$ cat config.mk
export PLATFORM = sky130hd
export DESIGN_NAME = emi_pins
export DESIGN_NICKNAME = d
export VERILOG_FILES = /design/src/emi_pkg.sv /design/src/emi_sync.sv /design/src/emi_pins.sv
export SDC_FILE = /design/constraint.sdc
export NUM_CORES = 1
export LEC_CHECK = 0
export BUFFER_PORTS_ARGS = -buffer_cell sky130_fd_sc_hd__buf_4
export CORE_MARGIN = 2
export CORE_UTILIZATION = 30
export CTS_BUF_LIST = sky130_fd_sc_hd__clkbuf_8 sky130_fd_sc_hd__clkbuf_16
export DETAILED_ROUTE_END_ITERATION = 6
export SKIP_CTS_REPAIR_TIMING = 1
export SYNTH_ARGS = -nofsm -noshare
export SYNTH_HDL_FRONTEND = slang
export SYNTH_SLANG_ARGS = --single-unit
$ cat constraint.sdc
create_clock -name mclk_in -period 9.4 [get_ports mclk_in]
set_clock_uncertainty 0.15 [all_clocks]
set_input_delay 1.41 -clock mclk_in [delete_from_list [all_inputs] [get_ports mclk_in]]
set_output_delay 1.41 -clock mclk_in [all_outputs]
set_load 0.03 [all_outputs]
$ cat src/emi_pkg.sv
// constants and types shared by the external memory pin interface
package emi_pkg;
	// ----------------------------------------------------------------
	// bus geometry
	// ----------------------------------------------------------------
	localparam int ADDR_W = 24;
	localparam int DATA_W = 32;
	localparam int LANES = 4;
	localparam int NUM_STATIC = 8;
	localparam int NUM_SDRAM = 2;
	localparam int BANK_W = 3;
	localparam int ROW_W = 13;
	localparam int COL_W = 10;
	localparam int CNT_W = 8;
	localparam int WAIT_W = 4;
	// sdram address layout on the pins
	localparam int SD_BA_LO = 13;
	localparam int SD_BA_HI = 14;
	localparam int AP_BIT = 10;
	localparam int SD_HI_PAD = ADDR_W - SD_BA_HI - 1;
	localparam int COL_PAD = SD_BA_LO - AP_BIT - 1;
	// ----------------------------------------------------------------
	// data width codes, shared by the boot strap and per-request width
	// ----------------------------------------------------------------
	localparam logic [1:0] WIDTH_RSVD = 2'h0;
	localparam logic [1:0] WIDTH_BYTE = 2'h1;
	localparam logic [1:0] WIDTH_HALF = 2'h2;
	localparam logic [1:0] WIDTH_WORD = 2'h3;
	localparam logic [BANK_W-1:0] BOOT_BANK = 3'h0;
	localparam logic [LANES-1:0] MASK_BYTE = 4'h1;
	localparam logic [LANES-1:0] MASK_HALF = 4'h3;
	localparam logic [LANES-1:0] MASK_WORD = 4'hf;
	// ----------------------------------------------------------------
	// timing
	// ----------------------------------------------------------------
	localparam int SYNC_STAGES = 2;
	localparam logic [CNT_W-1:0] SYNC_LAT = 8'h02;
	localparam logic [CNT_W-1:0] CNT_ZERO = 8'h00;
	localparam logic [CNT_W-1:0] CNT_ONE = 8'h01;
	localparam int TRCD_DEF = 2;
	localparam int CAS_LAT_DEF = 2;
	// ----------------------------------------------------------------
	// sequencer states
	// ----------------------------------------------------------------
	typedef enum logic [2:0] {
		ST_IDLE,
		ST_STATIC,
		ST_RDHOLD,
		ST_SDACT,
		ST_SDCMD,
		ST_SDLAT,
		ST_HANDOFF
	} emi_state_t;
endpackage

$ cat src/emi_sync.sv
// two-stage synchroniser for pin inputs
`timescale 1ns/1ps
`default_nettype none
module emi_sync #(
	parameter int W = 1
) (
	input wire logic mclk_in, // system clock
	input wire logic [W-1:0] d_in, // asynchronous pin level
	output logic [W-1:0] q_out // level in the clock domain
);
	logic [W-1:0] meta_ff;
	logic [W-1:0] sync_ff;
	logic [W-1:0] nxt_meta;
	logic [W-1:0] nxt_sync;

	// first stage feeds only the second stage
	always_comb begin
		nxt_meta = d_in;
		nxt_sync = meta_ff;
	end

	always_ff @(posedge mclk_in) begin
		meta_ff <= nxt_meta;
		sync_ff <= nxt_sync;
	end

	assign q_out = sync_ff;
endmodule
`default_nettype wire

$ cat src/emi_pins.sv
// external memory pin sequencer for static banks and sdram
`timescale 1ns/1ps
`default_nettype none
module emi_pins #(
	parameter int TRCD_CYC = emi_pkg::TRCD_DEF, // activate to command
	parameter int CAS_LAT = emi_pkg::CAS_LAT_DEF // sdram read latency
) (
	input wire logic mclk_in, // system clock
	input wire logic reset_n_in, // synchronous reset, low
	input wire logic req_valid_in, // access request
	input wire logic req_write_in, // 1 write, 0 read
	input wire logic req_sdram_in, // 1 sdram, 0 static bank
	input wire logic [emi_pkg::BANK_W-1:0] req_bank_in, // bank, bit 0 for sdram
	input wire logic [1:0] req_width_in, // width code, not static bank 0
	input wire logic [emi_pkg::WAIT_W-1:0] req_wait_in, // static access cycles
	input wire logic [emi_pkg::ADDR_W-1:0] req_addr_in, // static address
	input wire logic [emi_pkg::ROW_W-1:0] req_row_in, // sdram row
	input wire logic [emi_pkg::COL_W-1:0] req_col_in, // sdram column
	input wire logic [1:0] req_ibank_in, // sdram internal bank
	input wire logic req_auto_pre_in, // auto precharge
	input wire logic [emi_pkg::DATA_W-1:0] req_wdata_in, // write data
	input wire logic [emi_pkg::LANES-1:0] req_be_in, // byte lanes, high on
	input wire logic [emi_pkg::DATA_W-1:0] ext_data_bus_in, // data pins in
	input wire logic ext_wait_n_in, // wait pin, low
	input wire logic ext_master_request_in, // bus request pin
	input wire logic [1:0] boot_bank_width_in, // boot width strap
	output logic req_ready_out, // can take a request
	output logic rsp_valid_out, // read data pulse
	output logic [emi_pkg::DATA_W-1:0] rsp_rdata_out, // read data
	output logic [emi_pkg::ADDR_W-1:0] ext_addr_out, // address pins
	output logic [emi_pkg::DATA_W-1:0] ext_data_bus_out, // data pins out
	output logic ext_data_bus_oe_out, // data pins driven
	output logic ext_ctrl_oe_out, // address and strobes driven
	output logic [emi_pkg::NUM_STATIC-1:0] static_bank_select_n_out, // static cs
	output logic [emi_pkg::NUM_SDRAM-1:0] sdram_chip_select_n_out, // sdram cs
	output logic sdram_row_strobe_n_out, // shared row strobe
	output logic sdram_column_strobe_n_out, // shared column strobe
	output logic sdram_clock_enable_out, // sdram clock enable
	output logic shared_write_strobe_n_out, // sdram / 16-bit write
	output logic read_strobe_n_out, // output enable to memory
	output logic [emi_pkg::LANES-1:0] byte_write_enable_n_out, // lanes / masks
	output logic system_clock_out, // clock to sdram
	output logic ext_master_grant_out, // pins released
	output logic [1:0] boot_width_out // captured boot width
);
	// ----------------------------------------------------------------
	// state
	// ----------------------------------------------------------------
	localparam logic [emi_pkg::CNT_W-1:0] TRCD_M1 = emi_pkg::CNT_W'(TRCD_CYC - 1);
	localparam logic [emi_pkg::CNT_W-1:0] RD_LAT = emi_pkg::CNT_W'(CAS_LAT - 1) +
		emi_pkg::SYNC_LAT;
	emi_pkg::emi_state_t state_ff, nxt_state;
	logic [emi_pkg::CNT_W-1:0] cnt_ff, nxt_cnt;
	logic write_ff, nxt_write;
	logic ap_ff, nxt_ap;
	logic [1:0] ibank_ff, nxt_ibank;
	logic [1:0] width_ff, nxt_width;
	logic [emi_pkg::COL_W-1:0] col_ff, nxt_col;
	logic [emi_pkg::LANES-1:0] be_ff, nxt_be;
	logic [1:0] boot_ff, nxt_boot;
	logic ready_ff, nxt_ready;
	logic rsp_ff, nxt_rsp;
	logic [emi_pkg::DATA_W-1:0] rdata_ff, nxt_rdata;
	logic [emi_pkg::ADDR_W-1:0] addr_ff, nxt_addr;
	logic [emi_pkg::DATA_W-1:0] dout_ff, nxt_dout;
	logic doe_ff, nxt_doe;
	logic coe_ff, nxt_coe;
	logic [emi_pkg::NUM_STATIC-1:0] scs_ff, nxt_scs;
	logic [emi_pkg::NUM_SDRAM-1:0] dcs_ff, nxt_dcs;
	logic ras_ff, nxt_ras;
	logic cas_ff, nxt_cas;
	logic cke_ff, nxt_cke;
	logic we_ff, nxt_we;
	logic oe_ff, nxt_oe;
	logic [emi_pkg::LANES-1:0] wbe_ff, nxt_wbe;
	logic grant_ff, nxt_grant;
	logic [emi_pkg::DATA_W-1:0] data_s;
	logic wait_n_s;
	logic mreq_s;
	logic [1:0] strap_s;
	logic [1:0] eff_width;

	// ----------------------------------------------------------------
	// pin synchronisers
	// ----------------------------------------------------------------
	// data is sampled late by the sync depth; reads hold the strobe to cover it
	emi_sync #(.W(emi_pkg::DATA_W + 4)) u_sync (
		.mclk_in(mclk_in),
		.d_in({ext_data_bus_in, ext_wait_n_in, ext_master_request_in, boot_bank_width_in}),
		.q_out({data_s, wait_n_s, mreq_s, strap_s})
	);

	// ----------------------------------------------------------------
	// decode helpers
	// ----------------------------------------------------------------
	// active-low one-hot select of n lines
	function automatic logic [emi_pkg::NUM_STATIC-1:0] sel_n(input logic [2:0] b);
		logic [emi_pkg::NUM_STATIC-1:0] s;
		s = '1;
		s[b] = 1'b0;
		return s;
	endfunction

	// byte lanes that a bank of this width carries
	function automatic logic [emi_pkg::LANES-1:0] lane_mask(input logic [1:0] w);
		logic [emi_pkg::LANES-1:0] m;
		m = emi_pkg::MASK_WORD;
		if (w == emi_pkg::WIDTH_BYTE) begin
			m = emi_pkg::MASK_BYTE;
		end else if (w == emi_pkg::WIDTH_HALF) begin
			m = emi_pkg::MASK_HALF;
		end
		return m;
	endfunction

	// bank 0 boots with the strap width; sdram never runs byte wide
	always_comb begin
		eff_width = req_width_in;
		if (!req_sdram_in && req_bank_in == emi_pkg::BOOT_BANK) begin
			eff_width = boot_ff;
		end
		if (req_sdram_in && req_width_in != emi_pkg::WIDTH_WORD) begin
			eff_width = emi_pkg::WIDTH_HALF;
		end
		if (eff_width == emi_pkg::WIDTH_RSVD) begin
			eff_width = emi_pkg::WIDTH_WORD; // reserved code treated as word
		end
	end

	// ----------------------------------------------------------------
	// sequencer next state
	// ----------------------------------------------------------------
	always_comb begin
		nxt_state = state_ff;
		nxt_cnt = cnt_ff;
		nxt_write = write_ff;
		nxt_ap = ap_ff;
		nxt_ibank = ibank_ff;
		nxt_width = width_ff;
		nxt_col = col_ff;
		nxt_be = be_ff;
		nxt_boot = boot_ff;
		nxt_rsp = 1'b0;
		nxt_rdata = rdata_ff;
		nxt_addr = addr_ff;
		nxt_dout = dout_ff;
		nxt_doe = doe_ff;
		nxt_coe = coe_ff;
		nxt_scs = scs_ff;
		nxt_dcs = dcs_ff;
		nxt_ras = ras_ff;
		nxt_cas = cas_ff;
		nxt_cke = 1'b1;
		nxt_we = we_ff;
		nxt_oe = oe_ff;
		nxt_wbe = wbe_ff;
		nxt_grant = grant_ff;
		unique case (state_ff)
			emi_pkg::ST_IDLE: begin
				if (mreq_s) begin
					nxt_coe = 1'b0;
					nxt_grant = 1'b1;
					nxt_state = emi_pkg::ST_HANDOFF;
				end else if (req_valid_in && ready_ff) begin
					nxt_write = req_write_in;
					nxt_width = eff_width;
					nxt_be = req_be_in;
					nxt_ap = req_auto_pre_in;
					nxt_ibank = req_ibank_in;
					nxt_col = req_col_in;
					nxt_dout = req_wdata_in;
					if (req_sdram_in) begin
						// activate: row on the low bits, internal bank above
						nxt_addr = {{emi_pkg::SD_HI_PAD{1'b0}}, req_ibank_in, req_row_in};
						nxt_dcs[req_bank_in[0]] = 1'b0;
						nxt_ras = 1'b0;
						nxt_cnt = TRCD_M1;
						nxt_state = emi_pkg::ST_SDACT;
					end else begin
						nxt_addr = req_addr_in;
						nxt_scs = sel_n(req_bank_in);
						nxt_cnt = emi_pkg::CNT_W'(req_wait_in);
						if (req_write_in) begin
							nxt_doe = 1'b1;
							nxt_wbe = ~(req_be_in & lane_mask(eff_width));
							nxt_we = (eff_width != emi_pkg::WIDTH_HALF);
						end else begin
							nxt_oe = 1'b0;
						end
						nxt_state = emi_pkg::ST_STATIC;
					end
				end
			end
			emi_pkg::ST_STATIC: begin
				if (cnt_ff != emi_pkg::CNT_ZERO) begin
					nxt_cnt = cnt_ff - emi_pkg::CNT_ONE;
				end else if (!wait_n_s) begin
					nxt_state = emi_pkg::ST_STATIC;
				end else if (write_ff) begin
					nxt_scs = '1;
					nxt_doe = 1'b0;
					nxt_wbe = '1;
					nxt_we = 1'b1;
					nxt_state = emi_pkg::ST_IDLE;
				end else begin
					nxt_cnt = emi_pkg::SYNC_LAT - emi_pkg::CNT_ONE;
					nxt_state = emi_pkg::ST_RDHOLD;
				end
			end
			emi_pkg::ST_RDHOLD: begin
				// strobe stays low until the synchronised data has caught up
				if (cnt_ff != emi_pkg::CNT_ZERO) begin
					nxt_cnt = cnt_ff - emi_pkg::CNT_ONE;
				end else begin
					nxt_rdata = data_s;
					nxt_rsp = 1'b1;
					nxt_scs = '1;
					nxt_oe = 1'b1;
					nxt_state = emi_pkg::ST_IDLE;
				end
			end
			emi_pkg::ST_SDACT: begin
				// select stays low over the gap; high strobes make those cycles a nop
				nxt_ras = 1'b1;
				if (cnt_ff != emi_pkg::CNT_ZERO) begin
					nxt_cnt = cnt_ff - emi_pkg::CNT_ONE;
				end else begin
					nxt_cas = 1'b0;
					nxt_we = !write_ff;
					nxt_addr = {{emi_pkg::SD_HI_PAD{1'b0}}, ibank_ff, {emi_pkg::COL_PAD{1'b0}},
						ap_ff, col_ff};
					nxt_wbe = ~be_ff;
					nxt_doe = write_ff;
					nxt_state = emi_pkg::ST_SDCMD;
				end
			end
			emi_pkg::ST_SDCMD: begin
				nxt_cas = 1'b1;
				nxt_we = 1'b1;
				nxt_dcs = '1;
				nxt_doe = 1'b0;
				if (write_ff) begin
					nxt_wbe = '1;
					nxt_state = emi_pkg::ST_IDLE;
				end else begin
					nxt_cnt = RD_LAT;
					nxt_state = emi_pkg::ST_SDLAT;
				end
			end
			emi_pkg::ST_SDLAT: begin
				// masks stay put through the read latency
				if (cnt_ff != emi_pkg::CNT_ZERO) begin
					nxt_cnt = cnt_ff - emi_pkg::CNT_ONE;
				end else begin
					nxt_rdata = data_s;
					nxt_rsp = 1'b1;
					nxt_wbe = '1;
					nxt_state = emi_pkg::ST_IDLE;
				end
			end
			emi_pkg::ST_HANDOFF: begin
				// the external master keeps the sdram refreshed meanwhile
				if (!mreq_s) begin
					nxt_coe = 1'b1;
					nxt_grant = 1'b0;
					nxt_state = emi_pkg::ST_IDLE;
				end
			end
		endcase
		nxt_ready = (nxt_state == emi_pkg::ST_IDLE) && !mreq_s;
		if (!reset_n_in) begin
			// strap is caught while reset is held, after the sync has settled
			nxt_boot = strap_s;
			nxt_state = emi_pkg::ST_IDLE;
			nxt_cnt = emi_pkg::CNT_ZERO;
			nxt_ready = 1'b0;
			nxt_rsp = 1'b0;
			nxt_doe = 1'b0;
			nxt_coe = 1'b1;
			nxt_scs = '1;
			nxt_dcs = '1;
			nxt_ras = 1'b1;
			nxt_cas = 1'b1;
			nxt_cke = 1'b0;
			nxt_we = 1'b1;
			nxt_oe = 1'b1;
			nxt_wbe = '1;
			nxt_grant = 1'b0;
		end
	end

	always_ff @(posedge mclk_in) begin
		state_ff <= nxt_state;
		cnt_ff <= nxt_cnt;
		write_ff <= nxt_write;
		ap_ff <= nxt_ap;
		ibank_ff <= nxt_ibank;
		width_ff <= nxt_width;
		col_ff <= nxt_col;
		be_ff <= nxt_be;
		boot_ff <= nxt_boot;
		ready_ff <= nxt_ready;
		rsp_ff <= nxt_rsp;
		rdata_ff <= nxt_rdata;
		addr_ff <= nxt_addr;
		dout_ff <= nxt_dout;
		doe_ff <= nxt_doe;
		coe_ff <= nxt_coe;
		scs_ff <= nxt_scs;
		dcs_ff <= nxt_dcs;
		ras_ff <= nxt_ras;
		cas_ff <= nxt_cas;
		cke_ff <= nxt_cke;
		we_ff <= nxt_we;
		oe_ff <= nxt_oe;
		wbe_ff <= nxt_wbe;
		grant_ff <= nxt_grant;
	end

	// ----------------------------------------------------------------
	// outputs
	// ----------------------------------------------------------------
	// every pin comes from a flop except the clock, which cannot
	assign system_clock_out = mclk_in;
	assign req_ready_out = ready_ff;
	assign rsp_valid_out = rsp_ff;
	assign rsp_rdata_out = rdata_ff;
	assign ext_addr_out = addr_ff;
	assign ext_data_bus_out = dout_ff;
	assign ext_data_bus_oe_out = doe_ff;
	assign ext_ctrl_oe_out = coe_ff;
	assign static_bank_select_n_out = scs_ff;
	assign sdram_chip_select_n_out = dcs_ff;
	assign sdram_row_strobe_n_out = ras_ff;
	assign sdram_column_strobe_n_out = cas_ff;
	assign sdram_clock_enable_out = cke_ff;
	assign shared_write_strobe_n_out = we_ff;
	assign read_strobe_n_out = oe_ff;
	assign byte_write_enable_n_out = wbe_ff;
	assign ext_master_grant_out = grant_ff;
	assign boot_width_out = boot_ff;

	// ----------------------------------------------------------------
	// checks
	// ----------------------------------------------------------------
	property p_sd_cs;
		@(posedge mclk_in) disable iff (!reset_n_in) !(dcs_ff == '0);
	endproperty
	a_sd_cs: assert property (p_sd_cs) else $error("both sdram selects low");
	property p_st_cs;
		@(posedge mclk_in) disable iff (!reset_n_in) $onehot0(~scs_ff);
	endproperty
	a_st_cs: assert property (p_st_cs) else $error("more than one static select");
	property p_ap;
		@(posedge mclk_in) disable iff (!reset_n_in)
			(!cas_ff && ras_ff) |-> ext_addr_out[emi_pkg::AP_BIT] == ap_ff;
	endproperty
	a_ap: assert property (p_ap) else $error("auto precharge bit wrong");
	property p_ba;
		@(posedge mclk_in) disable iff (!reset_n_in)
			(!ras_ff || !cas_ff) |-> ext_addr_out[emi_pkg::SD_BA_HI:emi_pkg::SD_BA_LO] == ibank_ff;
	endproperty
	a_ba: assert property (p_ba) else $error("sdram bank bits wrong");
	property p_we8;
		@(posedge mclk_in) disable iff (!reset_n_in)
			(scs_ff != '1 && width_ff == emi_pkg::WIDTH_BYTE) |-> we_ff;
	endproperty
	a_we8: assert property (p_we8) else $error("write strobe on byte bank");
	property p_wait;
		@(posedge mclk_in) disable iff (!reset_n_in)
			(state_ff == emi_pkg::ST_STATIC && cnt_ff == emi_pkg::CNT_ZERO && !wait_n_s)
			|=> state_ff == emi_pkg::ST_STATIC && scs_ff == $past(scs_ff);
	endproperty
	a_wait: assert property (p_wait) else $error("access ended under wait");
	property p_idle;
		@(posedge mclk_in) disable iff (!reset_n_in)
			state_ff == emi_pkg::ST_IDLE |-> scs_ff == '1 && dcs_ff == '1 && oe_ff && we_ff
			&& wbe_ff == '1;
	endproperty
	a_idle: assert property (p_idle) else $error("strobe active while idle");
	property p_hand;
		@(posedge mclk_in) disable iff (!reset_n_in)
			(state_ff == emi_pkg::ST_IDLE && mreq_s) |=> !coe_ff && grant_ff && !ready_ff;
	endproperty
	a_hand: assert property (p_hand) else $error("bus not released");
	property p_rd;
		@(posedge mclk_in) disable iff (!reset_n_in)
			(state_ff == emi_pkg::ST_STATIC && !write_ff) |-> !oe_ff ##1 (!oe_ff || rsp_ff);
	endproperty
	a_rd: assert property (p_rd) else $error("read strobe dropped early");
	property p_trcd;
		@(posedge mclk_in) disable iff (!reset_n_in)
			(!ras_ff && cas_ff) |-> ##TRCD_CYC (!cas_ff && ras_ff);
	endproperty
	a_trcd: assert property (p_trcd) else $error("command not after activate");
	property p_mask;
		@(posedge mclk_in) disable iff (!reset_n_in)
			state_ff == emi_pkg::ST_SDCMD |-> wbe_ff == ~be_ff && !cke_ff == 1'b0;
	endproperty
	a_mask: assert property (p_mask) else $error("sdram mask or cke wrong");
	property p_sdw;
		@(posedge mclk_in) disable iff (!reset_n_in)
			(state_ff == emi_pkg::ST_SDACT || state_ff == emi_pkg::ST_SDCMD)
			|-> width_ff != emi_pkg::WIDTH_BYTE;
	endproperty
	a_sdw: assert property (p_sdw) else $error("byte wide sdram access");
endmodule
`default_nettype wire

# After elaboration in Yosys (flattened, before gate mapping)

Index checks and enable logic that the tools add are counted.
Widths: inputs -> output; s select.

Flip-flop bits (word level): 215
Input bits: 136
Output and inout port bits: 115
Logic and storage cells: 204

Add/sub/neg operators: 1
$lt $le $gt $ge: 4
Equal/unequal tests: 28
Muxes and demuxes: 99
Bitwise logic cells: 8
Reductions and logical operators: 38

Operators with widths:

| cell               | count |
|---|---|
| $mux 8             | 14 |
| $mux 24            | 4 |
| $mux 4             | 17 |
| $pmux 24 s2        | 1 |
| $mux 1             | 33 |
| $pmux 8 s4         | 1 |
| $ne 2x2->1 const B | 15 |
| $pmux 8 s3         | 1 |
| $mux 3             | 7 |
| $pmux 4 s5         | 1 |
| $mux 2             | 9 |
| $pmux 3 s6         | 1 |
| $reduce_and 9->1   | 2 |
| $reduce_and 4->1   | 3 |
| $pmux 1 s2         | 5 |
| $reduce_bool 2->1  | 5 |
| $eq 3x3->1 const B | 3 |
| $logic_not 3->1    | 3 |
| $not 4->4          | 2 |
| $not 8->8          | 1 |
| $pmux 1 s4         | 2 |
| $reduce_and 8->1   | 1 |
| $reduce_bool 4->1  | 2 |
| $reduce_bool 8->1  | 1 |
| 30 further kinds   | 44 |

# Longest topological paths before layout

Depth after elaboration: 21
Gate-level depth with buffers: 11
Mapped depth without buffers: 11

# By module

Synthesis repeated with hierarchy kept, for this count alone.

Cell total of the unflattened synthesis: 509
Area total of the unflattened synthesis: 7156.9 µm²

Modules (own cells, without submodules):

| module   | times used | cells an instance | area an instance (µm²) | sequential area each (µm²) |
|---|---|---|---|---|
| emi_pins | 1          | 437               | 5715.5                 | 3943.8 |
| emi_sync | 1          | 72                | 1441.4                 | 1441.4 |

==> results by group <==
Run status
  • Status: finished, final reports clean

Placed design
  • Post-place setup slack: 3000 ps
  • Detail Placement HPWL: 13000 µm
  • Routability Congestion: 0.792
  • Cells after DPL: 1053
  • Port-buffer cells: 250
  • Area after DPL: 9400 µm²

Setup path
  • CP max FO: 2
  • Crit path arrival time: about 5000 ps
  • CP startpoint kind: clock port
  • Critical Path RT: 7840 ps
  • Crit path kind: clock port to output pin
  • Critical path endpoint category: output pin

Yosys
  • Synth Cell Area: between 7000 and 8000 µm²
  • Top cells by count, synth: edfxtp_1, dfxtp_1, nand2_1
  • Count leader, synth: edfxtp_1
  • Synth area leaders: edfxtp_1, dfxtp_1, mux2i_1, nand2_1, nor2_1
  • Synth unique cells: 64
  • Syn nets: 641
  • Syn Area/Cell: ~14 µm²
  • Top cell type's share of synthesized area: 0.450
  • Async set-reset flop share out of synthesis: 0
  • Post-synth EDFFs: 108
  • Yosys reg bits: 215
  • Post-Synthesis Cells: 502
  • Synth area leader: edfxtp_1
  • Main synth FF type: edfxtp_1
  • Seq/Total Area, Yosys: 0.747
  • Synthesis Warnings: 0

Timing
  • Final Hold Viols: 0
  • Worst hold slack: 176 ps
  • Final WS setup: roughly 2700 ps
  • RSZ-0062 raised after global routing: no
  • Setup TNS: 0 ps
  • Slew @ Worst Pin: ~890 ps
  • Max-slew headroom: 0.404
  • Final setup viols: 0
  • Final Slew Violations: 0

Floorplan
  • I/O pin count: 251
  • Num rows: 56
  • Die ar.: 25300 µm²
  • DIE WIDTH: 159 µm
  • Core area: 23500 µm²
  • Initial core utilization: 0.306
  • Die H: 159 µm

Job
  • Max-Cap Viols: 0

GRT
  • Initial antenna violation count: 2
  • Gr usage total: 0.136
  • Vias in the first global route: 4863
  • Largest net degree at the start of global routing: 51
  • First-pass GRT wire length: 27000 µm
  • Global route overflow: 0

Routing
  • Antenna-violating nets left: 0
  • Initial DRC Count: between 200 and 300
  • Avg WL per Cell: 16.3 µm
  • DRT Pass-1 Iters: 4
  • DRC viols: 0
  • Vias: 4830
  • WL final: 17900 µm
  • Drt via density: around 4.4

Finish
  • Number of non-filler instances in the completed layout: 1099
  • Nets: 901
  • Area Overhead vs Synth: 41.4%
  • Layout Utilization: 0.433
  • Fraction of layout cells with a size suffix above 1: 0.397
  • Design area: approximately 10000 µm²

Pwr
  • Power Dens Cells: around 280 nW/µm²
  • Leak Pwr: 4.16 nW
  • Peak VDD IR: 0.175 mV
  • Pwr Total: roughly 2.8 mW

Clock network
  • CTS tree: yes
  • Later-pin clock latency in the skew report: 620 ps
  • Clk pin slew, worst setup/hold paths: about 60 ps

Hold path
  • Hold Crit Class: flip-flop to flip-flop
## cell type report
class	count	area [µm²]
diodes	2	5.00
clock inverters	18	133
fillers	2242	13400
repair buffers	254	1910
clock buffers	27	658
flip-flops and latches	215	5390
inverters	12	45.0
well taps	319	399
multi-input cells	252	1660
## placed cells by master, fill, tap and decap left out, types with 4 or more instances in the layout
cell       count
a21oi_1       12
buf_4        255
inv_1         17
nor2b_1        9
nor3_1         6
nand2_1       42
clkbuf_16     26
nand3_1       10
a22oi_1        4
o21ai_0       18
nor2_1        26
edfxtp_1     108
nand2b_1       6
and3_1         6
and2_1        14
o21ai_1        8
clkinv_2       5
mux2i_1       22
dfxtp_1      107
## registers in the layout, indices dropped and copies added, names as in the netlist, 8 cells and up
signal / cells
u_sync.meta_ff: 36
u_sync.q_out: 36
ext_addr_out: 24
rsp_rdata_out: 32
static_bank_select_n_out: 8
cnt_ff: 8
ext_data_bus_out: 32
col_ff: 10
## worst paths after layout
| check | startpoint | endpoint | slack, ps | depth (start not counted) |
|---|---|---|---|---|
| setup / recovery | mclk_in | system_clock_out | 2730 | 3 |
| hold reg to reg | u_sync.meta_ff[22] | u_sync.q_out[22] | 180 | 0 |
| hold / removal | u_sync.meta_ff[22] | u_sync.q_out[22] | 180 | 0 |
| setup reg to reg | state_ff[0] | ext_addr_out[15] | 6230 | 4 |
## critical path, cell delays in order
cell and delay, ps:
clkbuf_16 120, clkbuf_16 130, buf_4 160
## metal layers
metal  vias up  track usage  routed length, µm
li1       2352            -                  -
met1      2275        0.163               7290
met2       176        0.216               8170
met3        27       0.0688               2050
met4         0       0.0401                359
met5         -            0                  0
## cell families (layout without fill, tap and decap cells)
group | after synthesis | count (layout) | share of synthesized area
other | 0 | 2 | 0
adder cells (fa/ha/maj) | 3 | 3 | 0.00521
flip-flops | 215 | 215 | 0.747
multiplexers | 22 | 22 | 0.0306
AND/OR/NAND/NOR | 140 | 140 | 0.105
XOR/XNOR | 2 | 2 | 0.00243
AO/OA/AOI/OAI | 85 | 85 | 0.0861
buffers and inverters | 35 | 311 | 0.0236
## power by group
group | switching, mW | total, mW | internal, mW
clock | 0.385 | 0.922 | 0.537
sequential | 0.0656 | 1.17 | 1.10
combinational | 0.451 | 0.723 | 0.272
total | 0.901 | 2.81 | 1.91
(Power assumes the default switching activity.)
